[config.mk]
export PLATFORM = sky130hd
export DESIGN_NAME = pwc_top
export DESIGN_NICKNAME = d
export VERILOG_FILES = /design/src/pwc_pkg.sv /design/src/pwc_top.sv
export SDC_FILE = /design/constraint.sdc
export NUM_CORES = 1
export LEC_CHECK = 0
export BUFFER_PORTS_ARGS = -buffer_cell sky130_fd_sc_hd__buf_2
export CAP_MARGIN = 20
export CORE_MARGIN = 3
export CORE_UTILIZATION = 55
export CTS_CLUSTER_SIZE = 40
export DETAILED_ROUTE_END_ITERATION = 10
export GPL_TIMING_DRIVEN = 0
export PLACE_DENSITY = 0.86
export SLEW_MARGIN = 20
export SYNTH_ARGS = -nofsm -noshare
export SYNTH_HDL_FRONTEND = slang
export SYNTH_SLANG_ARGS = --single-unit
[constraint.sdc]
create_clock -name pclk -period 19 [get_ports pclk]
set_input_delay 3.8 -clock pclk [delete_from_list [all_inputs] [get_ports pclk]]
set_output_delay 3.8 -clock pclk [all_outputs]
set_load 0.02 [all_outputs]
[src/pwc_pkg.sv]
package pwc_pkg;
	// ----------------------------------------------------------------
	// sizes and register map
	// ----------------------------------------------------------------
	localparam int PORT_N = 3;
	localparam int TMR_W = 26;
	localparam int ADDR_W = 8;
	localparam int BLK_W = 8;
	localparam int CLK_W = 3;
	localparam logic [ADDR_W-1:0] OFS_PWRCTL = 8'h00;
	localparam logic [ADDR_W-1:0] OFS_CMD = 8'h04;
	localparam logic [ADDR_W-1:0] OFS_STAT = 8'h08;
	localparam logic [15:0] CLKOFF_RST = 16'h0535;
	localparam logic [BLK_W-1:0] BLK_RST = 8'h00;

	// ----------------------------------------------------------------
	// timing
	// ----------------------------------------------------------------
	localparam int CLK_NS = 20;
	localparam int LP_HALF_NS = 5000;
	localparam int LP_HALF_CYC = LP_HALF_NS / CLK_NS;
	localparam int LOCK_NS = 50000;
	localparam int LOCK_CYC = LOCK_NS / CLK_NS;
	localparam int CLKOFF_UNIT_NS = 7500;
	localparam int SUSP_DLY_MS = 100;

	// ----------------------------------------------------------------
	// types
	// ----------------------------------------------------------------
	typedef enum logic [1:0] {ST_RUN, ST_SUSP, ST_LOCK, ST_RESUME} pwc_st_e;

	typedef struct packed {
		logic host_n;
		logic periph_n;
		logic cs_n;
		logic [PORT_N-1:0] conn;
	} pwc_wake_s;

	typedef struct packed {
		pwc_st_e st;
		logic pready;
		logic [31:0] prdata;
		logic pslverr;
		logic [15:0] clkoff;
		logic [BLK_W-1:0] blk_off;
		logic run_stop;
		logic irq;
		logic [7:0] lpdiv;
		logic lposc;
		pwc_wake_s s1;
		pwc_wake_s s2;
		logic [PORT_N-1:0] conn_prev;
		logic [TMR_W-1:0] tmr;
		logic hwk;
		logic pwk;
		logic pin_oe;
		logic [CLK_W-1:0] clk_en;
	} pwc_state_s;
endpackage : pwc_pkg

[src/pwc_top.sv]
// The APB slave port and the register offsets are this design's own decisions.
`timescale 1ns/100ps
module pwc_top import pwc_pkg::*; #(
	parameter int SUSP_DLY_CYC = SUSP_DLY_MS * 1000000 / CLK_NS,
	parameter int CLKOFF_UNIT_CYC = CLKOFF_UNIT_NS / CLK_NS
) (
	input wire logic pclk,
	input wire logic presetn,
	input wire logic psel,
	input wire logic penable,
	input wire logic pwrite,
	input wire logic [ADDR_W-1:0] paddr,
	input wire logic [31:0] pwdata,
	output logic [31:0] prdata,
	output logic pready,
	output logic pslverr,
	input wire logic host_sleep_wake_pin_n_i,
	output logic host_sleep_wake_pin_n_o,
	output logic host_sleep_wake_pin_n_oe,
	input wire logic periph_sleep_wake_pin_n_i,
	output logic periph_sleep_wake_pin_n_o,
	output logic periph_sleep_wake_pin_n_oe,
	input wire logic cs_n,
	input wire logic [PORT_N-1:0] port_connected,
	output logic low_power_oscillator,
	output logic [CLK_W-1:0] main_clk_en,
	output logic [BLK_W-1:0] block_off,
	output logic host_woken,
	output logic periph_woken,
	output logic clocks_running_irq
);
	// ----------------------------------------------------------------
	// state
	// ----------------------------------------------------------------
	pwc_state_s q;
	pwc_state_s d;
	logic lp_tick;
	logic setup;
	logic wr;
	logic win_done;
	logic [TMR_W-1:0] win_len;
	logic wk_h;
	logic wk_p;
	logic wk_cs;
	logic wk_c;
	logic wk_ok;

	// own pin drive echoes through the synchroniser for two cycles after suspend entry
	localparam int SYNC_SETTLE = 2;

	assign lp_tick = q.lpdiv == 8'(LP_HALF_CYC - 1);
	assign setup = psel && !penable;
	assign wr = psel && penable && q.pready && pwrite && !q.pslverr;
	assign win_len = TMR_W'(q.clkoff * CLKOFF_UNIT_CYC);
	assign win_done = (q.tmr + TMR_W'(1)) >= win_len;
	assign wk_h = !q.s2.host_n;
	assign wk_p = !q.s2.periph_n;
	assign wk_cs = !q.s2.cs_n;
	assign wk_c = q.s2.conn != q.conn_prev;
	assign wk_ok = q.tmr == TMR_W'(SYNC_SETTLE);

	// ----------------------------------------------------------------
	// next state
	// ----------------------------------------------------------------
	always_comb begin
		d = q;
		// free-running oscillator, never gated
		d.lpdiv = lp_tick ? 8'h00 : q.lpdiv + 8'h01;
		if (lp_tick) begin
			d.lposc = !q.lposc;
		end
		// reference tracks the level while awake, so no false edge on suspend entry
		if (lp_tick || q.st != ST_SUSP) begin
			d.conn_prev = q.s2.conn;
		end
		d.s1 = {host_sleep_wake_pin_n_i, periph_sleep_wake_pin_n_i, cs_n, port_connected};
		d.s2 = q.s1;
		// apb slave, answer in the access cycle
		d.pready = setup;
		d.pslverr = 1'b0;
		d.prdata = 32'h0000_0000;
		if (setup) begin
			unique case (paddr)
				OFS_PWRCTL: d.prdata = {q.clkoff, 8'h00, q.blk_off};
				OFS_CMD: d.prdata = {31'h0000_0000, q.run_stop};
				OFS_STAT: d.prdata = {22'h00_0000, q.pwk, q.hwk, 2'h0, q.st, 3'h0, q.irq};
				default: d.pslverr = 1'b1;
			endcase
		end
		if (wr) begin
			unique case (paddr)
				OFS_PWRCTL: begin
					d.clkoff = pwdata[31:16];
					d.blk_off = pwdata[BLK_W-1:0];
				end
				OFS_CMD: d.run_stop = pwdata[0];
				OFS_STAT: if (pwdata[0]) d.irq = 1'b0;
				default: d.irq = q.irq;
			endcase
		end
		// power sequencer
		unique case (q.st)
			ST_RUN: begin
				if (q.run_stop) begin
					d.tmr = '0;
				end else if (q.tmr == TMR_W'(SUSP_DLY_CYC - 1)) begin
					d.st = ST_SUSP;
					d.tmr = '0;
				end else begin
					d.tmr = q.tmr + TMR_W'(1);
				end
			end
			ST_SUSP: begin
				if (!wk_ok) begin
					d.tmr = q.tmr + TMR_W'(1);
				end else if (lp_tick && (wk_h || wk_p || wk_cs || wk_c)) begin
					d.st = ST_LOCK;
					d.hwk = wk_h;
					d.pwk = wk_p;
					d.tmr = '0;
				end
			end
			ST_LOCK: begin
				if (q.tmr == TMR_W'(LOCK_CYC - 1)) begin
					d.st = ST_RESUME;
					d.irq = 1'b1;
					d.tmr = '0;
				end else begin
					d.tmr = q.tmr + TMR_W'(1);
				end
			end
			ST_RESUME: begin
				if (q.run_stop) begin
					d.st = ST_RUN;
					d.tmr = '0;
				end else if (win_done) begin
					d.st = ST_SUSP;
					d.tmr = '0;
				end else begin
					d.tmr = q.tmr + TMR_W'(1);
				end
			end
		endcase
		d.pin_oe = d.st != ST_SUSP;
		d.clk_en = (d.st != ST_SUSP) ? ~d.blk_off[CLK_W-1:0] : '0;
	end

	always_ff @(posedge pclk or negedge presetn) begin
		if (!presetn) begin
			q <= '{st: ST_RUN, pready: 1'b0, prdata: 32'h0000_0000, pslverr: 1'b0,
				clkoff: CLKOFF_RST, blk_off: BLK_RST, run_stop: 1'b0, irq: 1'b0,
				lpdiv: 8'h00, lposc: 1'b0, s1: '1, s2: '1, conn_prev: '1,
				tmr: '0, hwk: 1'b0, pwk: 1'b0, pin_oe: 1'b1, clk_en: '1};
		end else begin
			q <= d;
		end
	end

	// ----------------------------------------------------------------
	// outputs
	// ----------------------------------------------------------------
	assign prdata = q.prdata;
	assign pready = q.pready;
	assign pslverr = q.pslverr;
	assign host_sleep_wake_pin_n_o = 1'b0;
	assign periph_sleep_wake_pin_n_o = 1'b0;
	assign host_sleep_wake_pin_n_oe = q.pin_oe;
	assign periph_sleep_wake_pin_n_oe = q.pin_oe;
	assign low_power_oscillator = q.lposc;
	assign main_clk_en = q.clk_en;
	assign block_off = q.blk_off;
	assign host_woken = q.hwk;
	assign periph_woken = q.pwk;
	assign clocks_running_irq = q.irq;

	// ----------------------------------------------------------------
	// check helpers
	// ----------------------------------------------------------------
	localparam int WAIT_W = 13;
	localparam int IRQ_MAX_NS = 100000;
	localparam int IRQ_MAX_CYC = IRQ_MAX_NS / CLK_NS;
	logic [WAIT_W-1:0] irq_wait_q;
	logic [WAIT_W-1:0] irq_wait_d;

	// cycles spent waiting for the clocks, dropping back to zero after all ones
	always_comb begin
		irq_wait_d = '0;
		if (q.st == ST_LOCK && irq_wait_q != '1) begin
			irq_wait_d = irq_wait_q + WAIT_W'(1);
		end
	end

	always_ff @(posedge pclk or negedge presetn) begin
		if (!presetn) begin
			irq_wait_q <= '0;
		end else begin
			irq_wait_q <= irq_wait_d;
		end
	end

	// ----------------------------------------------------------------
	// checks
	// ----------------------------------------------------------------
	property p_susp_release;
		@(posedge pclk) disable iff (!presetn)
		q.st == ST_SUSP |-> !host_sleep_wake_pin_n_oe && !periph_sleep_wake_pin_n_oe;
	endproperty
	a_susp_release: assert property (p_susp_release) else $error("pins driven in suspend");

	property p_awake_low;
		@(posedge pclk) disable iff (!presetn)
		q.st != ST_SUSP |-> host_sleep_wake_pin_n_oe && !host_sleep_wake_pin_n_o;
	endproperty
	a_awake_low: assert property (p_awake_low) else $error("awake pin not driven low");

	property p_clk_stop;
		@(posedge pclk) disable iff (!presetn)
		q.st == ST_SUSP |-> main_clk_en == '0;
	endproperty
	a_clk_stop: assert property (p_clk_stop) else $error("main clocks run in suspend");

	property p_irq_ready;
		@(posedge pclk) disable iff (!presetn)
		q.st == ST_LOCK |-> irq_wait_q < WAIT_W'(IRQ_MAX_CYC);
	endproperty
	a_irq_ready: assert property (p_irq_ready) else $error("clocks ready late");

	property p_run_win;
		@(posedge pclk) disable iff (!presetn)
		q.st == ST_RESUME && q.run_stop |=> q.st == ST_RUN;
	endproperty
	a_run_win: assert property (p_run_win) else $error("run/stop ignored in window");

	property p_win_exp;
		@(posedge pclk) disable iff (!presetn)
		q.st == ST_RESUME && !q.run_stop && win_done |=> q.st == ST_SUSP && !host_sleep_wake_pin_n_oe;
	endproperty
	a_win_exp: assert property (p_win_exp) else $error("no return to suspend");

	property p_pin_wake;
		@(posedge pclk) disable iff (!presetn)
		q.st == ST_SUSP && lp_tick && wk_ok && !q.s2.host_n |=> q.st == ST_LOCK && host_woken
			##1 main_clk_en != $past(main_clk_en, 2) || block_off[CLK_W-1:0] == '1;
	endproperty
	a_pin_wake: assert property (p_pin_wake) else $error("pin wake missed");

	property p_lp_osc;
		@(posedge pclk) disable iff (!presetn)
		lp_tick |=> $changed(low_power_oscillator) ##1 $stable(low_power_oscillator);
	endproperty
	a_lp_osc: assert property (p_lp_osc) else $error("oscillator stalled");

	property p_idle_susp;
		@(posedge pclk) disable iff (!presetn)
		q.st == ST_RUN && !q.run_stop && q.tmr == TMR_W'(SUSP_DLY_CYC - 1) |=> q.st == ST_SUSP;
	endproperty
	a_idle_susp: assert property (p_idle_susp) else $error("idle fallback missed");

	property p_blk_wr;
		@(posedge pclk) disable iff (!presetn)
		wr && paddr == OFS_PWRCTL |=> block_off == $past(pwdata[BLK_W-1:0])
			##1 main_clk_en == '0 || main_clk_en == ~block_off[CLK_W-1:0];
	endproperty
	a_blk_wr: assert property (p_blk_wr) else $error("block disable not applied");

	property p_irq_set;
		@(posedge pclk) disable iff (!presetn)
		q.st == ST_LOCK ##1 q.st == ST_RESUME |-> clocks_running_irq;
	endproperty
	a_irq_set: assert property (p_irq_set) else $error("resume without clocks ready");

	property p_cs_wake;
		@(posedge pclk) disable iff (!presetn)
		q.st == ST_SUSP && lp_tick && wk_ok && wk_cs && !wk_h && !wk_p
			|=> q.st == ST_LOCK && !host_woken && !periph_woken;
	endproperty
	a_cs_wake: assert property (p_cs_wake) else $error("chip select wake missed");

	property p_periph_wake;
		@(posedge pclk) disable iff (!presetn)
		q.st == ST_SUSP && lp_tick && wk_ok && wk_p |=> q.st == ST_LOCK && periph_woken;
	endproperty
	a_periph_wake: assert property (p_periph_wake) else $error("peripheral pin wake missed");

	property p_attach_wake;
		@(posedge pclk) disable iff (!presetn)
		q.st == ST_SUSP && lp_tick && wk_ok && wk_c |=> q.st == ST_LOCK;
	endproperty
	a_attach_wake: assert property (p_attach_wake) else $error("attach wake missed");

	property p_sync_pipe;
		@(posedge pclk) disable iff (!presetn)
		q.s2 == $past(q.s1);
	endproperty
	a_sync_pipe: assert property (p_sync_pipe) else $error("wake synchroniser skipped");

	property p_susp_quiet;
		@(posedge pclk) disable iff (!presetn)
		q.st == ST_SUSP && q.s2.host_n && q.s2.periph_n && q.s2.cs_n && !wk_c |=> q.st == ST_SUSP;
	endproperty
	a_susp_quiet: assert property (p_susp_quiet) else $error("wake without cause");

	property p_clk_run;
		@(posedge pclk) disable iff (!presetn)
		q.st != ST_SUSP |-> main_clk_en == ~block_off[CLK_W-1:0];
	endproperty
	a_clk_run: assert property (p_clk_run) else $error("main clocks off while awake");

	property p_win_hold;
		@(posedge pclk) disable iff (!presetn)
		q.st == ST_RESUME && !q.run_stop && !win_done |=> q.st == ST_RESUME;
	endproperty
	a_win_hold: assert property (p_win_hold) else $error("resume window cut short");

	property p_irq_sticky;
		@(posedge pclk) disable iff (!presetn)
		clocks_running_irq && !(wr && paddr == OFS_STAT && pwdata[0]) |=> clocks_running_irq;
	endproperty
	a_irq_sticky: assert property (p_irq_sticky) else $error("clocks ready dropped");

	property p_awake_low_p;
		@(posedge pclk) disable iff (!presetn)
		q.st != ST_SUSP |-> periph_sleep_wake_pin_n_oe && !periph_sleep_wake_pin_n_o;
	endproperty
	a_awake_low_p: assert property (p_awake_low_p) else $error("awake peripheral pin not low");

	c_wake: cover property (@(posedge pclk) disable iff (!presetn) q.st == ST_SUSP ##1 q.st == ST_LOCK);
	c_run: cover property (@(posedge pclk) disable iff (!presetn) q.st == ST_RESUME ##1 q.st == ST_RUN);
	c_back: cover property (@(posedge pclk) disable iff (!presetn) q.st == ST_RESUME ##1 q.st == ST_SUSP);
	c_pwake: cover property (@(posedge pclk) disable iff (!presetn) q.st == ST_SUSP ##1 periph_woken);
	c_clear: cover property (@(posedge pclk) disable iff (!presetn) clocks_running_irq ##1 !clocks_running_irq);
endmodule : pwc_top

# == Word level (Yosys, flattened, before mapping) ==
# Index checks and enable logic that the tools add are counted.
# Widths: inputs -> output; s select.
# word_totals
register_bits,118
inputBits,51
output_inout_bits,53
elab_cells,93
# op_classes
add_sub_neg,2
n_mul,1
magnitude_cmp,1
n_eq_ne,13
muxes,28
bitwise,1
reduce_logical,22
# ops
operator,count
$mux 26,6
$pmux 26 s4,1
$pmux 32 s3,1
$mux 33,1
$mux 28,1
$add 26x1->26 const B,1
$eq 26x12->1 const B,1
$eq 26x2->1 const B,1
$eq 26x23->1 const B,1
$ge 26x25->1,1
$mul 16x9->25 const B,1
$mux 2,7
$add 8x1->8 const B,1
$eq 8x3->1 const B,1
$eq 8x4->1 const B,1
$eq 8x8->1 const B,1
$logic_not 8->1,1
$mux 8,1
$pmux 2 s4,1
$logic_and 1x1->1,6
$logic_not 1->1,6
$mux 1,6
$mux 3,2
$mux 5,1
11 further kinds,17

# == Depth between registers and ports, before layout ==
# Gate-level depths: netlist (run 1).
# depth
depth_word,10
ltp_mapped,24
ltp_nobuf,24

# == Worst setup path before layout (run 1) ==
# No wires, ideal clock.
# synth_timing
path_kind,register to register
start,register q[72] (netlist bit)
end,register q[13] (netlist bit)
t_arrival_ps,6070
t_required_ps,18935
path_slack_ps,12866
stages_incl_launch_ff,25
period_less_slack_ps,6134
path_cell_list,dfrtp_1 -> fa_1 -> inv_1 -> fa_1 -> inv_1 -> fa_1 -> inv_1 -> fa_1 -> inv_1 -> ha_1 -> o21ai_0 -> nand2b_1 -> a31o_2 -> a31oi_2 -> o221ai_1 -> a21oi_1 -> xor2_1 -> ha_1 -> a2111oi_2 -> o21ai_1 -> o211ai_1 -> nand4_2 -> nor4b_4 -> buf_6 -> o21a_1
# synth_between
elab_chain_cells,5
# synth_rtl
element,line_no,rtl
"start, declared",pwc_top.sv:35,pwc_state_s q;
"start signal, assigned",pwc_top.sv:150,"q <= '{st: ST_RUN, pready: 1'b0, prdata: 32'h0000_0000, pslverr: 1'b0,"
$mul 16x9->25,pwc_top.sv:54,assign win_len = TMR_W'(q.clkoff * CLKOFF_UNIT_CYC);
$ge 26x25->1,pwc_top.sv:55,assign win_done = (q.tmr + TMR_W'(1)) >= win_len;
$mux 26,pwc_top.sv:136,end else if (win_done) begin
$mux 26,pwc_top.sv:133,if (q.run_stop) begin
$pmux 26 s4,pwc_top.sv:102,unique case (q.st)
# Every way passes these cells.
# A chain may end at the register's enable or synchronous reset.

==> metrics.csv, run 1 <==
stage,metric,value,unit
run_status,outcome,finished clean,
critical_path,critPathMaxFanout,9,
yosys,synth_area_leaders,"dfrtp_1, fa_1, ha_1, dfstp_2, inv_1",
cells_and_area,fin_cells,1191,
placed_design,dp_cells,1175,
clocking,clk_latency,0.37,ns
sta,clock_skew,0.0107,ns
cells_and_area,layout.nets,1192,
global_route,grt_max_degree,75,
sta,slew_violations,0,
yosys,ys_warn_count,0,
floorplan,die-area,17800,um^2
yosys,ys_seq_area_frac,0.317,
floorplan,die_y,133,um
clocking,postCtsHoldBufs,0,
yosys,async_flop_share,1.00,
critical_path,cp-end-kind,flip-flop,
critical_path,r2r_slack,11.96,ns
yosys,synthesis.area,8930,um^2
yosys,synth_edf_count,0,
route,wl,17100,um
sta,timing.setup.tns,0,ns
yosys,synth_top_area_frac,0.244,
clocking,cts_sinks,112,
yosys,synth_area_per_cell,10.3,um^2
yosys,synth_top_cell_by_area,dfrtp_1,
power,p_leak,5.41,nW
route,ant_nets,0,
critical_path,worstReg2RegEnd,main_clk_en[1]$_DFF_PN1_,
floorplan,placementRows,45,
critical_path,crit_required,19.29,ns
clocking,clock_tree.htree_level_count,3,
route,drcViolationCount,0,
cells_and_area,nFillCells,1172,
sta,fin_hold_ws,0.350,ns
power,max-vdd-ir-drop,0.0000474,V
yosys,syn_inst,870,
yosys,synth_most_common_cell,inv_1,
route,viasPerCell,5.27,
worst_hold_path,hold_path.class,flip-flop to flip-flop,
power,p_per_area,54.6,nW/um^2
critical_path,critPathArrivalTime,7.33,ns
sta,period_share,0.371,
cells_and_area,antenna_cells,0,
critical_path,reg2reg_from,q[72]$_DFFE_PN0P_,
global_route,grt_overflow_total,0,
clocking,cts-buffers-inserted,9,
cells_and_area,utilization,0.644,
floorplan,num_io_pins,104,
clocking,clockBufferDepth,2,
critical_path,reg2reg_depth,24,
clocking,cts_setup_buffers,0,
placed_design,place.gp.congestion,0.890,
placed_design,hpwl,13300,um
global_route,antenna_found_initial,0,
placed_design,port-buffer-count,86,
yosys,ys_ff_latch,112,
critical_path,endpoint,main_clk_en[1]$_DFF_PN1_,
yosys,synth_top_flop_cell,dfrtp_1,
sta,final.min_clock_period,7.04,ns
floorplan,design.core.area,15500,um^2
sta,worst_slew_pin_slew,0.755,ns
clocking,cts_root_buf,clkbuf_16,
sta,setup_viol,0,
yosys,synth_cell_types,55,
critical_path,crit_type,flip-flop to flip-flop,
sta,hold_viol,0,
global_route,grt_use_total,0.203,
clocking,cts_tree,done,
floorplan,dieWidth,133,um
route,routedWlPerCell,14.3,um
floorplan,start_util,0.574,
sta,slew_headroom,0.493,
clocking,clkSlewWorstSetupHoldPaths,0.08,ns
power,finalPower,547,uW
critical_path,cp-startpoint,q[72]$_DFFE_PN0P_,
sta,fmax,0.142,GHz
cells_and_area,area_growth,12.1,%
global_route,grt_first_pass_wirelength,29500,um
sta,rsz0062_at_grt,false,
clocking,cts-resized-gates,0,
global_route,first_global_vias,6410,
job,maxCapViolCount,0,
critical_path,critPathLaunchType,flip-flop,
route,drtIter0Drc,390,
cells_and_area,drive_gt1_frac,0.222,
yosys,netlist_top_cells_count,"inv_1, ha_1, dfrtp_1, fa_1, buf_4",
route,vias,6275,
route,drtPass1Iterations,5,
power by group:
| part | internal, mW | total (mW) | switching (mW) |
|---|---|---|---|
| sequential | 0.249 | 0.258 | 0.00953 |
| clock | 0.103 | 0.200 | 0.0974 |
| combinational | 0.0394 | 0.0884 | 0.0490 |
worst max-delay path: stages (launching register included):
cell and delay (ns):
dfrtp_1 0.53, fa_1 0.58, inv_1 0.05, fa_1 0.50
inv_1 0.05, fa_1 0.47, inv_1 0.05, fa_1 0.53
inv_1 0.04, ha_1 0.33, o21ai_0 0.33, nand2b_1 0.10
a31o_2 0.29, a31oi_2 0.31, o221ai_1 0.19, a21oi_1 0.21
xor2_1 0.17, ha_1 0.28, a2111oi_2 0.37, o21ai_1 0.11
o211ai_1 0.17, nand4_2 0.17, nor4b_4 0.68, nor3b_1 0.27
nor2_1 0.17
worst min path at each step:
stage                    startpoint              end  slack [ns]  depth (start not counted)
finish              d[36]$_DFF_PN1_  q[36]$_DFF_PN1_        0.35                          0
floorplan           d[35]$_DFF_PN1_  q[35]$_DFF_PN1_        0.35                          0
global route        d[37]$_DFF_PN1_  q[37]$_DFF_PN1_        0.36                          0
detailed placement  d[38]$_DFF_PN1_  q[38]$_DFF_PN1_        0.35                          0
global placement    d[38]$_DFF_PN1_  q[38]$_DFF_PN1_        0.35                          0
CTS                 d[36]$_DFF_PN1_  q[36]$_DFF_PN1_        0.35                          0
state kept, by name (all words and copies together), names as in the netlist, 3 cells and up:
register     count
q               62
prdata          26
block_off        8
d                6
main_clk_en      3
final cells by class:
type | instances | area, um^2 | share of cell area
Multi-Input combinational cell | 541 | 5090 | 0.508
Sequential cell | 112 | 2830 | 0.283
Inverter | 164 | 616 | 0.0615
Timing Repair Buffer | 87 | 464 | 0.0464
Buffer | 60 | 418 | 0.0418
Tap cell | 211 | 264 | 0.0264
Clock buffer | 10 | 250 | 0.0250
Clock inverter | 6 | 77.6 | 0.00775
cells in the final DEF, fill, tap and decap left out, types with 8 or more instances in the layout:
cell / Yosys / final
o21ai_0: 19 / 19
dfrtp_1: 87 / 87
ha_1: 98 / 98
inv_1: 164 / 164
a21oi_1: 18 / 18
buf_4: 46 / 46
fa_1: 68 / 68
clkbuf_16: 0 / 10
xor2_1: 26 / 26
conb_1: 1 / 8
xnor2_1: 25 / 25
clkbuf_1: 8 / 8
dfstp_2: 25 / 25
nand2_1: 37 / 37
a21o_1: 10 / 10
nor3_1: 17 / 17
and3_1: 8 / 8
nor2_1: 40 / 40
and2_1: 14 / 14
mux2_2: 28 / 28
o21a_1: 28 / 28
buf_2: 4 / 89
nand4_1: 15 / 15
nand3_1: 15 / 15
metal layers:
metal / global-route usage / wire length (um) / share of wire / vias to the layer above
li1: - / - / - / 2995
met1: 0.256 / 7120 / 0.42 / 3052
met2: 0.353 / 8560 / 0.50 / 190
met3: 0.0283 / 905 / 0.053 / 38
met4: 0.0840 / 487 / 0.029 / 0
met5: 0 / 0 / 0 / -
through the flow:
| step | instance area (um^2) | setup slack (ns) |
|---|---|---|
| finish | 10000 | 11.96 |
| global placement | 9650 | 12.14 |
| CTS | 10000 | 11.94 |
| floorplan | 8950 | 12.87 |
| detailed placement | 9680 | 12.01 |
| global route | 10000 | 11.59 |
logic make-up (layout without fill, tap and decap cells):
| kind of cell | Yosys count | in the layout | share of synthesized area |
|---|---|---|---|
| buffers and inverters | 224 | 327 | 0.116 |
| other | 1 | 8 | 0.000420 |
| adder cells (fa/ha/maj) | 166 | 166 | 0.290 |
| flip-flops | 112 | 112 | 0.317 |
| AO/OA/AOI/OAI | 110 | 110 | 0.0845 |
| XOR/XNOR | 51 | 51 | 0.0500 |
| multiplexers | 32 | 32 | 0.0398 |
| AND/OR/NAND/NOR | 174 | 174 | 0.102 |
Power figures use the tool's default switching activity.
==> run 2, diff against run 1 <==
--- a/config.mk
+++ b/config.mk
@@ -5,6 +5,7 @@
 export SDC_FILE = /design/constraint.sdc
 export NUM_CORES = 1
 export LEC_CHECK = 0
+export ABC_AREA = 1
 export BUFFER_PORTS_ARGS = -buffer_cell sky130_fd_sc_hd__buf_2
 export CAP_MARGIN = 20
 export CORE_MARGIN = 3
==> constraint.sdc (replaced) <==
create_clock -name pclk -period 6.9 [get_ports pclk]
set_input_delay 1.38 -clock pclk [delete_from_list [all_inputs] [get_ports pclk]]
set_output_delay 1.38 -clock pclk [all_outputs]
set_load 0.02 [all_outputs]
==> metrics.csv, run 2 <==
stage,metric,value,unit
global_route,grt_use_total,0.220,
critical_path,r2r_slack,0.67,ns
cells_and_area,multiInputGateArea,5250,um^2
clocking,clockBufferDepth,2,
route,routedWlPerCell,13.9,um
worst_hold_path,hold_path.class,flip-flop to flip-flop,
critical_path,reg2reg_from,q[72]$_DFFE_PN0P_,
run_status,outcome,finished clean,
placed_design,port-buffer-count,87,
sta,slew_violations,0,
clocking,clkSlewWorstSetupHoldPaths,0.08,ns
yosys,netlist_top_cells_count,"inv_1, nand2_1, ha_1, dfrtp_1",
floorplan,placementRows,47,
clocking,cts-buffers-inserted,9,
route,wl,19700,um
clocking,clock_tree.htree_level_count,3,
cells_and_area,nFillCells,1338,
yosys,ys_warn_count,0,
critical_path,endpoint,q[19]$_DFFE_PN0P_,
yosys,syn_inst,1089,
critical_path,critPathArrivalTime,6.49,ns
route,drtPass1Iterations,5,
critical_path,cp-end-kind,flip-flop,
yosys,synth_top_cell_by_area,dfrtp_1,
power,p_per_area,149,nW/um^2
yosys,synth_area_per_cell,8.69,um^2
critical_path,worstReg2RegEnd,q[19]$_DFFE_PN0P_,
power,p_leak,5.81,nW
yosys,synthesis.area,9460,um^2
clocking,cts-resized-gates,0,
critical_path,crit_type,flip-flop to flip-flop,
global_route,grt_overflow_total,0,
cells_and_area,largest_register_ffs,62,
global_route,first_global_vias,7267,
sta,timing.setup.tns,0,ns
sta,hold_viol,0,
clocking,postCtsHoldBufs,0,
clocking,clk_latency,0.37,ns
sta,final.min_clock_period,6.23,ns
floorplan,die-area,18800,um^2
sta,rsz0062_at_grt,false,
global_route,grt_max_degree,79,
floorplan,start_util,0.566,
critical_path,critPathMaxFanout,10,
cells_and_area,top_register,q,
clocking,cts_root_buf,clkbuf_16,
cells_and_area,final_cell_mix,"inv_1, nand2_1, ha_1",
sta,worst_slew_pin_slew,0.710,ns
placed_design,hpwl,16200,um
global_route,grt_first_pass_wirelength,32900,um
critical_path,cp_common_cell,inv_1,
cells_and_area,antenna_cells,0,
sta,fmax,0.160,GHz
route,drtIter0Drc,449,
cells_and_area,layout.nets,1412,
route,ant_nets,0,
critical_path,cp_slowest_stage_delay,0.59,ns
cells_and_area,area_growth,11.3,%
critical_path,cp-startpoint,q[72]$_DFFE_PN0P_,
sta,slew_headroom,0.525,
critical_path,critPathLaunchType,flip-flop,
yosys,synth_edf_count,0,
cells_and_area,seqCellArea,2830,um^2
global_route,antenna_found_initial,0,
critical_path,crit_required,7.16,ns
yosys,synth_most_common_cell,inv_1,
clocking,cts_setup_buffers,0,
sta,setup_viol,0,
route,drcViolationCount,0,
critical_path,reg2reg_depth,29,
yosys,ys_seq_area_frac,0.300,
sta,period_share,0.903,
floorplan,num_io_pins,104,
route,viasPerCell,5.14,
placed_design,place.gp.congestion,0.933,
clocking,cts_sinks,112,
yosys,async_flop_share,1.00,
critical_path,slowest_stage,fa_1,
route,vias,7303,
sta,clock_skew,0.0108,ns
yosys,synth_area_leaders,"dfrtp_1, fa_1, ha_1, inv_1, dfstp_2",
yosys,synth_top_area_frac,0.230,
yosys,synth_top_flop_cell,dfrtp_1,
yosys,synth_cell_types,47,
yosys,ys_ff_latch,112,
floorplan,design.core.area,16700,um^2
clocking,cts_tree,done,
cells_and_area,final_common_cell,inv_1,
job,maxCapViolCount,0,
power,max-vdd-ir-drop,0.000134,V
floorplan,die_y,137,um
power,finalPower,1.57,mW
floorplan,dieWidth,137,um
cells_and_area,drive_gt1_frac,0.193,
-- run 2: changes by cell type after synthesis, moves of 11 or more --
cell	delta
nor2_1	+28
mux2_2	-11
inv_1	+96
o21a_1	-26
and2_1	-13
a21oi_1	+34
nand3_1	+20
nor3_1	+16
nand2_1	+102
-- run 2: kinds of logic after synthesis --
group,synth area share
AND/OR/NAND/NOR,0.171
buffers and inverters,0.148
adder cells (fa/ha/maj),0.274
flip-flops,0.300
AO/OA/AOI/OAI,0.0525
XOR/XNOR,0.0343
multiplexers,0.0202
other,0.000396
-- run 2: area by class of cell --
cell class	instances	area share
buffer	55	0.0387
clock buffer	9	0.0214
clock inverter	7	0.00701
inverter	265	0.0945
multi-input combinational	664	0.499
sequential	112	0.269
tap	220	0.0261
timing repair buffer	88	0.0446
-- run 2: critical path: cells and delay by family (launching register included) --
family	cells	cell delay, ns
compound gates	2	0.51
simple gates	14	1.80
fa+ha+maj	6	2.74
buf+inv	7	0.50
flops	1	0.55
-- run 2: through the flow --
stage	std cells	setup slack [ns]	hold slack [ns]	area (um^2)	util
after floorplan	1096	1.44	0.345	9490	-
final	1420	0.669	0.349	10500	0.630
after global routing	1420	0.222	0.351	10500	0.630
after global placement	1403	0.796	0.346	10200	0.611
after detailed placement	1404	0.740	0.347	10200	0.613
after CTS	1420	0.708	0.352	10500	0.630
-- run 2: report_power, final --
part | total [mW] | switching [mW] | internal (mW)
registers | 0.713 | 0.0265 | 0.686
logic | 0.328 | 0.205 | 0.123
clock network | 0.533 | 0.272 | 0.261
total | 1.57 | 0.504 | 1.07
-- run 2: how the worst min path moves through the flow --
stage | from | endpoint | slack, ns | cells past startpoint
finish | d[35]$_DFF_PN1_ | q[35]$_DFF_PN1_ | 0.35 | 0
detailed placement | d[40]$_DFF_PN1_ | q[40]$_DFF_PN1_ | 0.35 | 0
floorplan | d[35]$_DFF_PN1_ | q[35]$_DFF_PN1_ | 0.35 | 0
global placement | d[38]$_DFF_PN1_ | q[38]$_DFF_PN1_ | 0.35 | 0
global route | d[35]$_DFF_PN1_ | q[35]$_DFF_PN1_ | 0.35 | 0
CTS | d[37]$_DFF_PN1_ | q[37]$_DFF_PN1_ | 0.35 | 0
-- run 2: routing by layer --
metal | vias up | part of all wire | GRT usage | wire [um]
li1 | 3545 | - | - | -
met1 | 3500 | 0.42 | 0.283 | 8340
met2 | 220 | 0.50 | 0.376 | 9860
met3 | 38 | 0.052 | 0.0386 | 1030
met4 | 0 | 0.025 | 0.0726 | 495
met5 | - | 0 | 0 | 0
==> run 3, diff against run 2 <==
--- a/config.mk
+++ b/config.mk
@@ -13,7 +13,8 @@
 export CTS_CLUSTER_SIZE = 40
 export DETAILED_ROUTE_END_ITERATION = 10
 export GPL_TIMING_DRIVEN = 0
-export PLACE_DENSITY = 0.86
+export PLACE_DENSITY = 0.76
+export SKIP_LAST_GASP = 1
 export SLEW_MARGIN = 20
 export SYNTH_ARGS = -nofsm -noshare
 export SYNTH_HDL_FRONTEND = slang
==> metrics.csv, run 3 (synthesis results as in run 2) <==
stage,metric,value,unit
sta,timing.setup.tns,0,ns
sta,hold_viol,0,
global_route,grt_use_total,0.205,
sta,rsz0062_at_grt,false,
clocking,postCtsHoldBufs,0,
critical_path,cp-end-kind,flip-flop,
sta,final.min_clock_period,6.31,ns
placed_design,hpwl,15400,um
run_status,outcome,finished clean,
clocking,cts_root_buf,clkbuf_16,
cells_and_area,top_register,q,
critical_path,critPathMaxFanout,10,
clocking,cts_setup_buffers,0,
sta,setup_viol,0,
clocking,clock_tree.htree_level_count,3,
floorplan,placementRows,47,
sta,worst_slew_pin_slew,0.702,ns
job,maxCapViolCount,0,
clocking,clk_latency,0.37,ns
route,drcViolationCount,0,
route,ant_nets,0,
critical_path,cp_slowest_stage_delay,0.59,ns
cells_and_area,final_common_cell,inv_1,
floorplan,die-area,18800,um^2
placed_design,place_area,10200,um^2
placed_design,port-buffer-count,87,
power,p_per_area,149,nW/um^2
clocking,clkSlewWorstSetupHoldPaths,0.08,ns
clocking,cts-resized-gates,0,
sta,slew_violations,0,
sta,fmax,0.158,GHz
floorplan,dieWidth,137,um
cells_and_area,area_growth,11.4,%
global_route,antenna_found_initial,0,
route,routedWlPerCell,13.0,um
clocking,clockBufferDepth,2,
critical_path,critPathLaunchType,flip-flop,
global_route,first_global_vias,6682,
power,max-vdd-ir-drop,0.000128,V
route,wl,18400,um
cells_and_area,antenna_cells,0,
critical_path,crit_type,flip-flop to flip-flop,
worst_hold_path,hold_path.class,flip-flop to flip-flop,
power,p_leak,5.81,nW
clocking,cts-buffers-inserted,9,
cells_and_area,post-route-cell-area,10500,um^2
global_route,grt_first_pass_wirelength,30700,um
cells_and_area,layout.nets,1412,
power,finalPower,1.57,mW
clocking,cts_tree,done,
floorplan,num_io_pins,104,
cells_and_area,largest_register_ffs,62,
floorplan,die_y,137,um
floorplan,design.core.area,16700,um^2
critical_path,crit_required,7.16,ns
route,vias,7111,
critical_path,critPathArrivalTime,6.58,ns
floorplan,start_util,0.566,
route,drtPass1Iterations,5,
global_route,grt_max_degree,81,
clocking,cts_sinks,112,
sta,slew_headroom,0.530,
route,drtIter0Drc,393,
route,viasPerCell,5.01,
critical_path,slowest_stage,fa_1,
global_route,grt_overflow_total,0,
sta,period_share,0.915,
placed_design,place.gp.congestion,0.891,
critical_path,cp_common_cell,inv_1,
cells_and_area,final_cell_mix,"inv_1, nand2_1, ha_1",
cells_and_area,drive_gt1_frac,0.193,
sta,clock_skew,0.0107,ns
run 3: cell types whose count changed in the layout (fill, tap and decap cells not counted):
cell	before	now
clkinv_4	0	1
clkinv_8	0	1
inv_4	1	0
inv_8	3	2
run 3: metrics by stage:
step / setup slack [ns] / std cells / util / hold WS (ns)
floorplan: 1.44 / 1096 / - / 0.345
global placement: 0.705 / 1403 / 0.611 / 0.346
detailed placement: 0.624 / 1404 / 0.613 / 0.347
CTS: 0.602 / 1420 / 0.631 / 0.353
global route: 0.0755 / 1420 / 0.631 / 0.354
finish: 0.588 / 1420 / 0.631 / 0.350
run 3: worst max-delay path: cells and delay by family, from the launching register on:
family / cells / cell delay, ns
flip-flops: 1 / 0.54
AO/OA/AOI/OAI: 2 / 0.54
AND/OR/NAND/NOR: 14 / 1.86
buffers and inverters: 7 / 0.53
adder cells (fa/ha/maj): 6 / 2.74
run 3: power by group:
part	leakage [nW]	switching, mW	internal [mW]
Clock	0.150	0.273	0.262
Sequential	1.41	0.0269	0.686
Combinational	4.25	0.198	0.122
Total	5.81	0.498	1.07
run 3: cell type report:
class / count / area, um^2
Clock buffer: 9 / 225
Fill cell: 1440 / 6160
Timing Repair Buffer: 88 / 469
Clock inverter: 7 / 81.3
Inverter: 265 / 995
Multi-Input combinational cell: 664 / 5250
Tap cell: 220 / 275
Buffer: 55 / 408
Sequential cell: 112 / 2830
run 3: path summary, 6_finish.rpt:
path,start,end,slack [ns],cells past startpoint
max,q[72]$_DFFE_PN0P_,q[17]$_DFFE_PN0P_,0.59,29
min,d[35]$_DFF_PN1_,q[35]$_DFF_PN1_,0.35,0
max reg2reg,q[72]$_DFFE_PN0P_,q[17]$_DFFE_PN0P_,0.59,29
min reg2reg,d[35]$_DFF_PN1_,q[35]$_DFF_PN1_,0.35,0
max in group asynchronous,presetn,q[70]$_DFFE_PN1P_,5.29,2
min in group asynchronous,presetn,low_power_oscillator$_DFFE_PN0N_,0.88,1
run 3: per-layer routing:
metal  vias to the layer above  track usage  share of wire
li1                       3544            -              -
met1                      3389        0.286           0.46
met2                       166        0.338           0.48
met3                        12       0.0324          0.053
met4                         0       0.0455         0.0093
met5                         -            0              0
